File: src/design/gp_timer_consts.svh
/*
 * Register offsets, field positions, reset values and counts of the
 * general-purpose timer block. Assumes byte addressing on an APB bus.
 */
`ifndef GP_TIMER_CONSTS_SVH
`define GP_TIMER_CONSTS_SVH

`define GPT_ADDR_W        8
`define GPT_CFG_OFS       8'h00
`define GPT_MODEA_OFS     8'h04
`define GPT_MODEB_OFS     8'h08
`define GPT_CTL_OFS       8'h0c
`define GPT_IMR_OFS       8'h18
`define GPT_RIS_OFS       8'h1c
`define GPT_MIS_OFS       8'h20
`define GPT_ICR_OFS       8'h24
`define GPT_LOADA_OFS     8'h28
`define GPT_LOADB_OFS     8'h2c
`define GPT_MATCHA_OFS    8'h30
`define GPT_MATCHB_OFS    8'h34
`define GPT_PREA_OFS      8'h38
`define GPT_PREB_OFS      8'h3c
`define GPT_CNTA_OFS      8'h48
`define GPT_CNTB_OFS      8'h4c

`define GPT_CFG_32        3'h0
`define GPT_CFG_RTC       3'h1
`define GPT_CFG_16        3'h4
`define GPT_MODE_ONESHOT  2'h1
`define GPT_MODE_PERIODIC 2'h2

`define GPT_CTL_ENA       0
`define GPT_CTL_STALLA    1
`define GPT_CTL_RTCOVR    4
`define GPT_CTL_OTEA      5
`define GPT_CTL_ENB       8
`define GPT_CTL_STALLB    9
`define GPT_CTL_OTEB      13

`define GPT_IRQ_TOA       0
`define GPT_IRQ_RTC       3
`define GPT_IRQ_TOB       8
`define GPT_IRQ_BITS      16'h0109

`define GPT_CNT_RST       16'hffff
`define GPT_LOAD_RST      16'hffff
`define GPT_PRE_RST       8'h00
`define GPT_ZERO16        16'h0000
`define GPT_RTC_FIRST     32'h0000_0001
`define GPT_RTC_PIN_HZ    32768
`define GPT_RTC_OUT_HZ    1

`endif

File: src/design/gp_timer_pkg.sv
/*
 * Types of the general-purpose timer block: control fields and the
 * complete state record. Assumes the constants header is on the path.
 */
package gp_timer_pkg;

    typedef struct packed {
        logic enA;
        logic stallA;
        logic rtcOvr;
        logic oteA;
        logic enB;
        logic stallB;
        logic oteB;
    } ctl_s;

    typedef struct packed {
        logic [2:0]  cfg;
        logic [1:0]  modeA;
        logic [1:0]  modeB;
        ctl_s        ctl;
        logic [15:0] imr;
        logic [15:0] ris;
        logic [15:0] loadA;
        logic [15:0] loadB;
        logic [15:0] matchA;
        logic [15:0] matchB;
        logic [7:0]  preA;
        logic [7:0]  preB;
        logic [15:0] cntA;
        logic [15:0] cntB;
        logic [15:0] rtcDiv;
        logic        pinPrev;
        logic        rtcLoaded;
        logic        trig;
        logic [31:0] rdData;
    } state_s;

    typedef logic [17:0] step16_t;

endpackage

File: src/design/gp_timer_32bit_modes.sv
/*
 * General-purpose timer block: two 16-bit halves, 32-bit one-shot and
 * periodic down-count, 32-bit real-time-clock up-count, 16-bit halves.
 * Assumes an APB master on ref_clk and a clock pin synchronous to ref_clk.
 */
`timescale 1ns/10ps
`include "gp_timer_consts.svh"

// What this block does
// - Two 16-bit halves, separate or joined
// - 32-bit configuration acts as one timer
// - Reset leaves block idle, controls cleared
// - Counters and load registers reset to all ones
// - Prescale registers reset to zero
// - Config 0 one-shot/periodic, 1 clock
// - 32-bit load write fills both halves
// - 32-bit count read joins both halves
// - Joined down-counter, mode from first half
// - Enabled counter counts down, reloads after zero
// - One-shot stops and clears enable; periodic continues
// - Zero sets sticky time-out raw flag
// - Masked flag follows raw flag when unmasked
// - Trigger pulse at time-out when enabled
// - Load write while running takes effect next cycle
// - Stall bit plus stall signal freezes counter
// - Clock mode up-counts, first load is one
// - Pin clock divided down to one hertz
// - Match rolls count to zero, keeps counting
// - Match sets clock flags; clear bit clears
// - Stall override keeps clock running
// - Config 4 gives independent 16-bit halves
module gp_timer_32bit_modes
    import gp_timer_pkg::*;
#(
    parameter int unsigned RTC_DIVIDE = `GPT_RTC_PIN_HZ / `GPT_RTC_OUT_HZ
)(
    input  wire logic                   ref_clk,
    input  wire logic                   sys_rst,
    input  wire logic                   psel,
    input  wire logic                   penable,
    input  wire logic                   pwrite,
    input  wire logic [`GPT_ADDR_W-1:0] paddr,
    input  wire logic [31:0]            pwdata,
    output logic      [31:0]            prdata,
    output logic                        pready,
    output logic                        pslverr,
    input  wire logic                   rtcPin,
    input  wire logic                   stallReq,
    output logic                        trigger,
    output logic                        irq
);

    initial
    begin
        if (RTC_DIVIDE < 2 || RTC_DIVIDE > 65536)
            $error("RTC_DIVIDE must lie in 2..65536");
    end

    localparam logic [15:0] DIV_LAST = 16'(RTC_DIVIDE - 1);
    state_s st_ff;
    state_s nxt_st;

    logic        apbWr;
    logic        apbSetupRd;
    logic        addrHit;
    logic [31:0] count32;
    logic [31:0] match32;
    logic [15:0] mis;
    logic [31:0] wd;
    logic [31:0] rdMux;
    logic        rtcTick;
    logic        frozen32;
    logic        frozenRtc;
    logic        evtA;
    logic        evtB;
    logic        evtRtc;
    logic        mode16;

    // Next down-count step of one 16-bit half: {event, enable, count}
    function automatic step16_t step16(input logic en, input logic frz,
                                       input logic [15:0] cnt,
                                       input logic [15:0] load,
                                       input logic oneShot);
        step16_t r;
        r = {1'b0, en, cnt};
        if (en && !frz)
        begin
            if (cnt == `GPT_ZERO16)
                r = {1'b1, !oneShot, load};
            else
                r = {1'b0, en, cnt - 16'h0001};
        end
        return r;
    endfunction

    assign apbWr      = psel && penable && pwrite;
    assign apbSetupRd = psel && !penable && !pwrite;
    assign wd         = pwdata;
    assign count32    = {st_ff.cntB, st_ff.cntA};
    assign match32    = {st_ff.matchB, st_ff.matchA};
    assign mis        = st_ff.ris & st_ff.imr;
    assign mode16     = (st_ff.cfg == `GPT_CFG_16);
    assign frozen32   = stallReq && st_ff.ctl.stallA;
    assign frozenRtc  = stallReq && (st_ff.ctl.stallA || st_ff.ctl.stallB)
                        && !st_ff.ctl.rtcOvr;
    assign rtcTick    = (st_ff.cfg == `GPT_CFG_RTC) && st_ff.ctl.enA && rtcPin
                        && !st_ff.pinPrev && (st_ff.rtcDiv == DIV_LAST);

    assign pready  = 1'b1;
    assign pslverr = psel && penable && !addrHit;
    assign prdata  = st_ff.rdData;
    assign trigger = st_ff.trig;
    assign irq     = |mis;

    always_comb
    begin
        addrHit = 1'b1;
        rdMux   = 32'h0000_0000;
        case (paddr)
            `GPT_CFG_OFS:    rdMux = {29'h0, st_ff.cfg};
            `GPT_MODEA_OFS:  rdMux = {30'h0, st_ff.modeA};
            `GPT_MODEB_OFS:  rdMux = {30'h0, st_ff.modeB};
            `GPT_CTL_OFS:
            begin
                rdMux[`GPT_CTL_ENA]    = st_ff.ctl.enA;
                rdMux[`GPT_CTL_STALLA] = st_ff.ctl.stallA;
                rdMux[`GPT_CTL_RTCOVR] = st_ff.ctl.rtcOvr;
                rdMux[`GPT_CTL_OTEA]   = st_ff.ctl.oteA;
                rdMux[`GPT_CTL_ENB]    = st_ff.ctl.enB;
                rdMux[`GPT_CTL_STALLB] = st_ff.ctl.stallB;
                rdMux[`GPT_CTL_OTEB]   = st_ff.ctl.oteB;
            end
            `GPT_IMR_OFS:    rdMux = {16'h0, st_ff.imr};
            `GPT_RIS_OFS:    rdMux = {16'h0, st_ff.ris};
            `GPT_MIS_OFS:    rdMux = {16'h0, mis};
            `GPT_ICR_OFS:    rdMux = 32'h0000_0000;
            `GPT_LOADA_OFS:  rdMux = mode16 ? {16'h0, st_ff.loadA}
                                            : {st_ff.loadB, st_ff.loadA};
            `GPT_LOADB_OFS:  rdMux = {16'h0, st_ff.loadB};
            `GPT_MATCHA_OFS: rdMux = mode16 ? {16'h0, st_ff.matchA} : match32;
            `GPT_MATCHB_OFS: rdMux = {16'h0, st_ff.matchB};
            `GPT_PREA_OFS:   rdMux = {24'h0, st_ff.preA};
            `GPT_PREB_OFS:   rdMux = {24'h0, st_ff.preB};
            `GPT_CNTA_OFS:   rdMux = mode16 ? {16'h0, st_ff.cntA}
                                            : count32;
            `GPT_CNTB_OFS:   rdMux = {16'h0, st_ff.cntB};
            default:         addrHit = 1'b0;
        endcase
    end

    always_comb
    begin
        logic [31:0] nc;
        logic [15:0] setBits;
        logic [15:0] clrBits;
        step16_t     sa;
        step16_t     sb;
        nc      = count32;
        setBits = 16'h0000;
        clrBits = 16'h0000;
        sa      = '0;
        sb      = '0;
        evtA    = 1'b0;
        evtB    = 1'b0;
        evtRtc  = 1'b0;
        nxt_st  = st_ff;

        // Pin edges divided down to the one-second tick
        nxt_st.pinPrev = rtcPin;
        if ((st_ff.cfg == `GPT_CFG_RTC) && st_ff.ctl.enA)
        begin
            if (rtcPin && !st_ff.pinPrev)
                nxt_st.rtcDiv = rtcTick ? 16'h0000
                                        : st_ff.rtcDiv + 16'h0001;
        end
        else
            nxt_st.rtcDiv = 16'h0000;

        case (st_ff.cfg)
            `GPT_CFG_32:
            begin
                // Joined down-counter; second-half mode is ignored
                if (st_ff.ctl.enA && !frozen32)
                begin
                    if (count32 == 32'h0000_0000)
                    begin
                        nc   = {st_ff.loadB, st_ff.loadA};
                        evtA = 1'b1;
                        if (st_ff.modeA == `GPT_MODE_ONESHOT)
                            nxt_st.ctl.enA = 1'b0;
                    end
                    else
                        nc = count32 - 32'h0000_0001;
                end
                nxt_st.cntA = nc[15:0];
                nxt_st.cntB = nc[31:16];
            end
            `GPT_CFG_RTC:
            begin
                if (rtcTick && !frozenRtc)
                begin
                    if (count32 == match32)
                    begin
                        nc     = 32'h0000_0000;
                        evtRtc = 1'b1;
                    end
                    else
                        nc = count32 + 32'h0000_0001;
                end
                nxt_st.cntA = nc[15:0];
                nxt_st.cntB = nc[31:16];
            end
            `GPT_CFG_16:
            begin
                // Halves run on their own modes
                sa = step16(st_ff.ctl.enA, stallReq && st_ff.ctl.stallA,
                            st_ff.cntA, st_ff.loadA,
                            st_ff.modeA == `GPT_MODE_ONESHOT);
                sb = step16(st_ff.ctl.enB, stallReq && st_ff.ctl.stallB,
                            st_ff.cntB, st_ff.loadB,
                            st_ff.modeB == `GPT_MODE_ONESHOT);
                evtA           = sa[17];
                nxt_st.ctl.enA = sa[16];
                nxt_st.cntA    = sa[15:0];
                evtB           = sb[17];
                nxt_st.ctl.enB = sb[16];
                nxt_st.cntB    = sb[15:0];
            end
            default:
            begin
                nxt_st.cntA = st_ff.cntA;
            end
        endcase

        setBits[`GPT_IRQ_TOA] = evtA;
        setBits[`GPT_IRQ_TOB] = evtB;
        setBits[`GPT_IRQ_RTC] = evtRtc;
        nxt_st.trig = (evtA && st_ff.ctl.oteA)
                      || (evtB && st_ff.ctl.oteB);

        // Register writes land after counting so a new load wins
        if (apbWr)
        begin
            case (paddr)
                `GPT_CFG_OFS:
                begin
                    nxt_st.cfg = wd[2:0];
                    if (wd[2:0] == `GPT_CFG_RTC && !st_ff.rtcLoaded)
                    begin
                        nxt_st.cntA      = 16'(`GPT_RTC_FIRST);
                        nxt_st.cntB      = 16'(`GPT_RTC_FIRST >> 16);
                        nxt_st.rtcLoaded = 1'b1;
                    end
                end
                `GPT_MODEA_OFS: nxt_st.modeA = wd[1:0];
                `GPT_MODEB_OFS: nxt_st.modeB = wd[1:0];
                `GPT_CTL_OFS:
                begin
                    nxt_st.ctl.enA    = wd[`GPT_CTL_ENA];
                    nxt_st.ctl.stallA = wd[`GPT_CTL_STALLA];
                    nxt_st.ctl.rtcOvr = wd[`GPT_CTL_RTCOVR];
                    nxt_st.ctl.oteA   = wd[`GPT_CTL_OTEA];
                    nxt_st.ctl.enB    = wd[`GPT_CTL_ENB];
                    nxt_st.ctl.stallB = wd[`GPT_CTL_STALLB];
                    nxt_st.ctl.oteB   = wd[`GPT_CTL_OTEB];
                end
                `GPT_IMR_OFS: nxt_st.imr = wd[15:0] & `GPT_IRQ_BITS;
                `GPT_ICR_OFS: clrBits = wd[15:0] & `GPT_IRQ_BITS;
                `GPT_LOADA_OFS:
                begin
                    nxt_st.loadA = wd[15:0];
                    nxt_st.cntA  = wd[15:0];
                    if (!mode16)
                    begin
                        nxt_st.loadB = wd[31:16];
                        nxt_st.cntB  = wd[31:16];
                    end
                end
                `GPT_LOADB_OFS:
                begin
                    nxt_st.loadB = wd[15:0];
                    if (mode16)
                        nxt_st.cntB = wd[15:0];
                end
                `GPT_MATCHA_OFS:
                begin
                    nxt_st.matchA = wd[15:0];
                    if (!mode16)
                        nxt_st.matchB = wd[31:16];
                end
                `GPT_MATCHB_OFS: nxt_st.matchB = wd[15:0];
                `GPT_PREA_OFS:   nxt_st.preA = wd[7:0];
                `GPT_PREB_OFS:   nxt_st.preB = wd[7:0];
                default:         nxt_st.preA = st_ff.preA;
            endcase
        end

        // Set wins over a clear in the same cycle
        nxt_st.ris = (st_ff.ris & ~clrBits) | setBits;

        if (apbSetupRd)
            nxt_st.rdData = rdMux;
    end

    always_ff @(posedge ref_clk or posedge sys_rst)
    begin
        if (sys_rst)
        begin
            st_ff           <= '0;
            st_ff.cfg       <= `GPT_CFG_32;
            st_ff.cntA      <= `GPT_CNT_RST;
            st_ff.cntB      <= `GPT_CNT_RST;
            st_ff.loadA     <= `GPT_LOAD_RST;
            st_ff.loadB     <= `GPT_LOAD_RST;
            st_ff.preA      <= `GPT_PRE_RST;
            st_ff.preB      <= `GPT_PRE_RST;
        end
        else
            st_ff <= nxt_st;
    end

    // Checks
    logic ctlWr;
    logic loadWr;
    assign ctlWr  = apbWr && (paddr == `GPT_CTL_OFS);
    assign loadWr = apbWr && (paddr == `GPT_LOADA_OFS);
endmodule

File: config.mk
export PLATFORM = sky130hd
export DESIGN_NAME = gp_timer_32bit_modes
export DESIGN_NICKNAME = d
export VERILOG_FILES = /design/src/design/gp_timer_pkg.sv /design/src/design/gp_timer_32bit_modes.sv
export VERILOG_INCLUDE_DIRS = /design/src /design/src/design
export SDC_FILE = /design/constraint.sdc
export NUM_CORES = 1
export LEC_CHECK = 0
export ABC_AREA = 1
export BUFFER_PORTS_ARGS = -buffer_cell sky130_fd_sc_hd__buf_2
export CAP_MARGIN = 30
export CORE_MARGIN = 3
export CORE_UTILIZATION = 50
export DETAILED_ROUTE_END_ITERATION = 16
export PLACE_DENSITY = 0.68
export SYNTH_ARGS = -nofsm -noshare
export SYNTH_HDL_FRONTEND = slang
export SYNTH_SLANG_ARGS = --single-unit
File: constraint.sdc
create_clock -name ref_clk -period 17.55 [get_ports ref_clk]
set_input_delay 4.3875 -clock ref_clk [delete_from_list [all_inputs] [get_ports ref_clk]]
set_output_delay 4.3875 -clock ref_clk [all_outputs]
set_load 0.005 [all_outputs]
# Word-level counts from Yosys, hierarchy flattened
# Index checks and enable logic that the tools add are counted.
# word_totals
ram_bits	0
ff_bits	196
in_bits	47
word_cells	164
latch_bits	0
memories	0
output_inout_bits	36
rom_bits	0
# op_classes
n_lt_le_gt_ge	0
div	0
bitwise_logic	4
n_mux	51
shifts	0
reduce_logical	54
eq_ne	25
addsub	5
multipliers	0
# op_table
op	n
$mux W32	9
$pmux W16 S3	3
$pmux W18 S8	1
$mux W16	6
$pmux W16 S2	3
$mux W18	4
$eq A8 B6 Y1 const B	8
$pmux W2 S10	2
$add A32 B1 Y32 const B	1
$eq A32 B32 Y1	1
$logic_not A16 Y1	2
$logic_not A32 Y1	1
$reduce_or A16 Y1	2
$sub A16 B1 Y16 const B	2
$sub A32 B1 Y32 const B	1
$pmux W2 S15	1
$mux W9	3
$pmux W2 S12	1
$pmux W3 S8	1
$mux W23	1
$pmux W2 S11	1
$logic_and A1 B1 Y1	20
$reduce_and A2 Y1	9
$add A16 B1 Y16 const B	1
24 further kinds	55

# Depth between registers and ports, before layout
# depth
word_depth	11
mapped_depth	17
depth_no_buf	16

# Worst setup path before layout
# No wires, ideal clock.
# synth_path
path_type	in2out
from	input port paddr[2]
to	output port pslverr
path_stages	7
path_buffers	1
arrival_time_ps	5467
slack_ps	7695
t_required_ps	13162
cell_sequence	inv_2 nand3_2 inv_1 nand2_1 buf_1 nand4_1 nor4_1
# synth_via
elab_chain_len	5
elab_cells_between_ends	20
# synth_rtl
element	line_no	rtl
from (decl)	gp_timer_32bit_modes.sv:42	input wire logic [`GPT_ADDR_W-1:0] paddr,
$eq A8 B4 Y1, or another cell as far along	gp_timer_32bit_modes.sv:119	case (paddr)
$reduce_or A16 Y1 (no line) (*)	n/a	
$mux W1 (*)	gp_timer_32bit_modes.sv:119	
$logic_not A1 Y1 (*)	gp_timer_32bit_modes.sv:110	assign pslverr = psel && penable && !addrHit;
$logic_and A1 B1 Y1 (*)	gp_timer_32bit_modes.sv:110	
to (decl)	gp_timer_32bit_modes.sv:46	output logic pslverr,
# Mark *: on every way between the ends. The rest lies on a longest branch, timed or not.

# Worst setup path after layout
# layout_path
from	input port paddr[7]
to	output port pslverr
# Same word-level chain as after synthesis.

==> results by group <==
Outcome
  • Status: finished clean

Placed design
  • GP Congestion: 1.04
  • DP Wirelength: roughly 47000 µm
  • Buffers on Ports: between 80 and 90

Floorplanning
  • I/O pin cnt: 83
  • Die height: 174 µm
  • Num rows: 60
  • Die area: just over 30000 µm²
  • Die W: around 170 µm
  • CORE AREA: between 20000 and 30000 µm²
  • Effective utilization at floorplan: 0.517

Global route
  • GR Util All Layers: 0.402
  • Vias in the first global route: 14800
  • First-pass GRT wire length: between 90000 and 100000 µm
  • GRT overflow: 0
  • Initial antenna violation count: 1
  • Largest net degree at the start of global routing: about 120

Clock tree
  • CTS sink cnt: around 180
  • Postcts setup bufs: 0
  • Cts hold-fix bufs: 0
  • CTS Buf Count: 17
  • Clock transition at the registers of the reported paths: around 0.08 ns
  • Clock tree buffer depth: 2
  • Worst-Skew Late Latency: approximately 0.46 ns
  • CTS tree: done
  • Root buf cell: clkbuf_16
  • H-Tree Level Count: 4
  • CTS resizes: 0

Pwr
  • Total power draw: around 1.4 mW
  • Peak supply drop: between 0.00007 and 0.00008 V
  • Pwr/cell area: 95.1 nW/µm²
  • P_int: approximately 0.8 mW
  • Clock power share: 0.275
  • Switching power: ~0.63 mW
  • Comb power frac: 0.291
  • Flop pwr share: 0.434
  • Leak pwr: ~7 nW
  • Switching Share: 0.441

Cells and area
  • Final #Nets: 2238
  • Syn-to-layout area delta: 6.25%
  • Area of the multi-input gates: roughly 7800 µm²
  • Diode count: 0
  • Finished Core Util: 0.549
  • Sequential Area: between 4000 and 5000 µm²
  • Filler cell count: ~2800
  • Layout cells sized above 1: 0.125

Synth
  • Synth Area in Compound Gates: 0.174
  • Synth area leaders: dfrtp_1, nand2_1, dfstp_2
  • Async SR Flop Fraction: 1.00
  • Largest family of logic cells by synthesized area: simple AND/OR/NAND/NOR gates
  • Adder-cell share of the synthesized area: 0.00532
  • Post-synth EDFFs: 0
  • Synth Area in XOR/XNOR: 0.0279
  • Synth Area in Simple Gates: 0.341
  • Yosys cell types: slightly below 60
  • Synth top area share: 0.211
  • Seq cells post-synth: about 180
  • Predominant post-synthesis flop cell: dfrtp_1
  • Top cells by count, synth: nand2_1, inv_1, o21ai_0
  • Synth Warn #: 0
  • Post-synthesis mux area share: 0
  • Mapped Cells: about 2200
  • Synth area leader: dfrtp_1
  • Top-count cell post-synth: nand2_1
  • Register area share after synthesis: 0.330
  • Avg Synthesized Cell Area: between 6 and 7 µm²
  • Mapped Nets: roughly 2300
  • Netlist Area Pre-Place: between 10000 and 15000 µm²

Routing
  • Drt first pass iters: 9
  • Routed vias: about 16000
  • DR iter-0 viols: between 2000 and 2500
  • Vias/cell: around 6.1
  • Routed wire length: 61800 µm
  • DRC violations left: 0
  • Antenna-violating nets left: 0
  • DR WL/cell: 24.0 µm

Timing
  • Achievable Freq: about 95 MHz
  • Period minus WS final: about 11 ns
  • Max Slew Vio Count: 0
  • Relative slew slack: 0.301
  • Hold Fails Final Rpt: 0
  • Setup Skew: approximately 0.027 ns
  • Actual slew at the worst max-slew pin: roughly 1.0 ns
  • Finish-stage setup viols: 0
  • Period utilisation layout: 0.603
  • TNS Setup: 0 ns
  • Setup repair after global routing missed its margin: no

Setup path
  • Critical Path Source Type: primary input
  • Worst setup EP type: output pin
  • Crit Path Max Fanout: 17
  • WS Path Type: primary input to output pin
  • CP required: ~13 ns
  • Slowest cell on the critical path: nand2_1
  • Family with the most delay on the worst path: simple AND/OR/NAND/NOR gates
  • Slowest stage delay, CP: between 0.5 and 0.6 ns
  • WP data arrival: slightly above 6 ns
  • CP Buf/Inv Count: 3
  • CP Cell Sequence: buf_2 -> nor2_2 -> nand3_1 -> inv_2 -> nand2_1 -> nand2_1 -> nor3_1 -> nand4_1 -> nor4_1 -> buf_2

Min path
  • Hold Path Class: register to register

Job
  • Max_cap viols: 0
area by class of cell:
type | count | share of cell area
multi-input cells | 1628 | 0.517
well taps | 372 | 0.0310
clock inverters | 14 | 0.0104
repair buffers | 96 | 0.0359
clock buffers | 18 | 0.0293
flip-flops and latches | 183 | 0.311
inverters | 259 | 0.0656
kinds of logic after synthesis:
kind of cell / Yosys count
AOI/OAI and AO/OA: 441
xor gates and xnor gates: 45
and+or+nand+nor: 1135
adders and majority gates: 6
DFF: 183
other: 1
buffers and inverters: 392
layout by cell type (no fill, tap or decap), types with 4 or more instances in the layout:
| master | count |
|---|---|
| a21oi_1 | 95 |
| a221oi_1 | 10 |
| buf_2 | 81 |
| buf_4 | 14 |
| clkbuf_16 | 17 |
| clkinv_1 | 9 |
| clkinv_4 | 4 |
| clkinv_8 | 4 |
| dfrtp_1 | 119 |
| dfstp_2 | 64 |
| ha_1 | 6 |
| inv_1 | 221 |
| inv_2 | 26 |
| inv_8 | 4 |
| nand2_1 | 706 |
| nand2_2 | 8 |
| nand3_1 | 157 |
| nand3_2 | 4 |
| nand4_1 | 27 |
| nor2_1 | 170 |
| nor2_2 | 20 |
| nor2_4 | 9 |
| nor3_1 | 15 |
| o211ai_1 | 10 |
| o21ai_0 | 198 |
| o21ai_1 | 22 |
| o22ai_1 | 76 |
| xnor2_1 | 22 |
| xor2_1 | 23 |
routing by layer:
layer / track usage / vias up / share of wire
li1: - / 7103 / -
met4: 0.171 / 0 / 0.048
met2: 0.586 / 1120 / 0.42
met3: 0.113 / 183 / 0.13
met1: 0.561 / 7319 / 0.41
met5: 0 / - / 0
flip-flops by register name (all words and copies together) (netlist names):
name	count
count32	32
match32	32
prdata	32
st_ff	86
trigger	1
metrics by stage:
stage	setup WS (ns)	hold WS [ns]	instance area, µm²	cells
after global placement	6.74	0.460	14400	2536
after detailed placement	6.99	0.460	14400	2538
after global routing	6.80	0.506	15000	2570
after floorplan	7.70	0.445	14100	2203
after CTS	6.99	0.487	15000	2570
final	6.97	0.484	15000	2570
worst register-to-register path, cell delays in order (launching register included):
cell and delay, ns:
dfstp_2 0.72, clkinv_1 0.58, ha_1 0.50, nand2_1 0.23, nor2_2 0.08, nand2_2 0.43, inv_4 0.26, nand2_1 0.60
nor2_1 0.26, nand2_1 0.12, nand3_1 0.10, a21oi_1 0.13, nand2_1 0.06, nand2_1 0.05, nand2_1 0.06
worst paths after layout:
path                              from           to  slack, ns  cells past startpoint
setup / recovery              paddr[7]      pslverr       6.97                     10
min in group asynchronous      sys_rst   st_ff[182]       4.03                      2
setup reg to reg           count32[16]   count32[5]      13.28                     14
hold reg to reg              prdata[5]    prdata[5]       0.48                      2
hold / removal               prdata[5]    prdata[5]       0.48                      2
max in group asynchronous      sys_rst  match32[14]      12.11                      3
power groups by stage:
stage	logic [mW]	clock network (mW)	registers, mW
finish	0.415	0.393	0.619
global route	0.449	0.410	0.616
CTS	0.395	0.394	0.606
detailed placement	0.393	0	0.613
global placement	0.389	0	0.613
floorplan	0.344	0	0.495
Power figures use the tool's default switching activity.
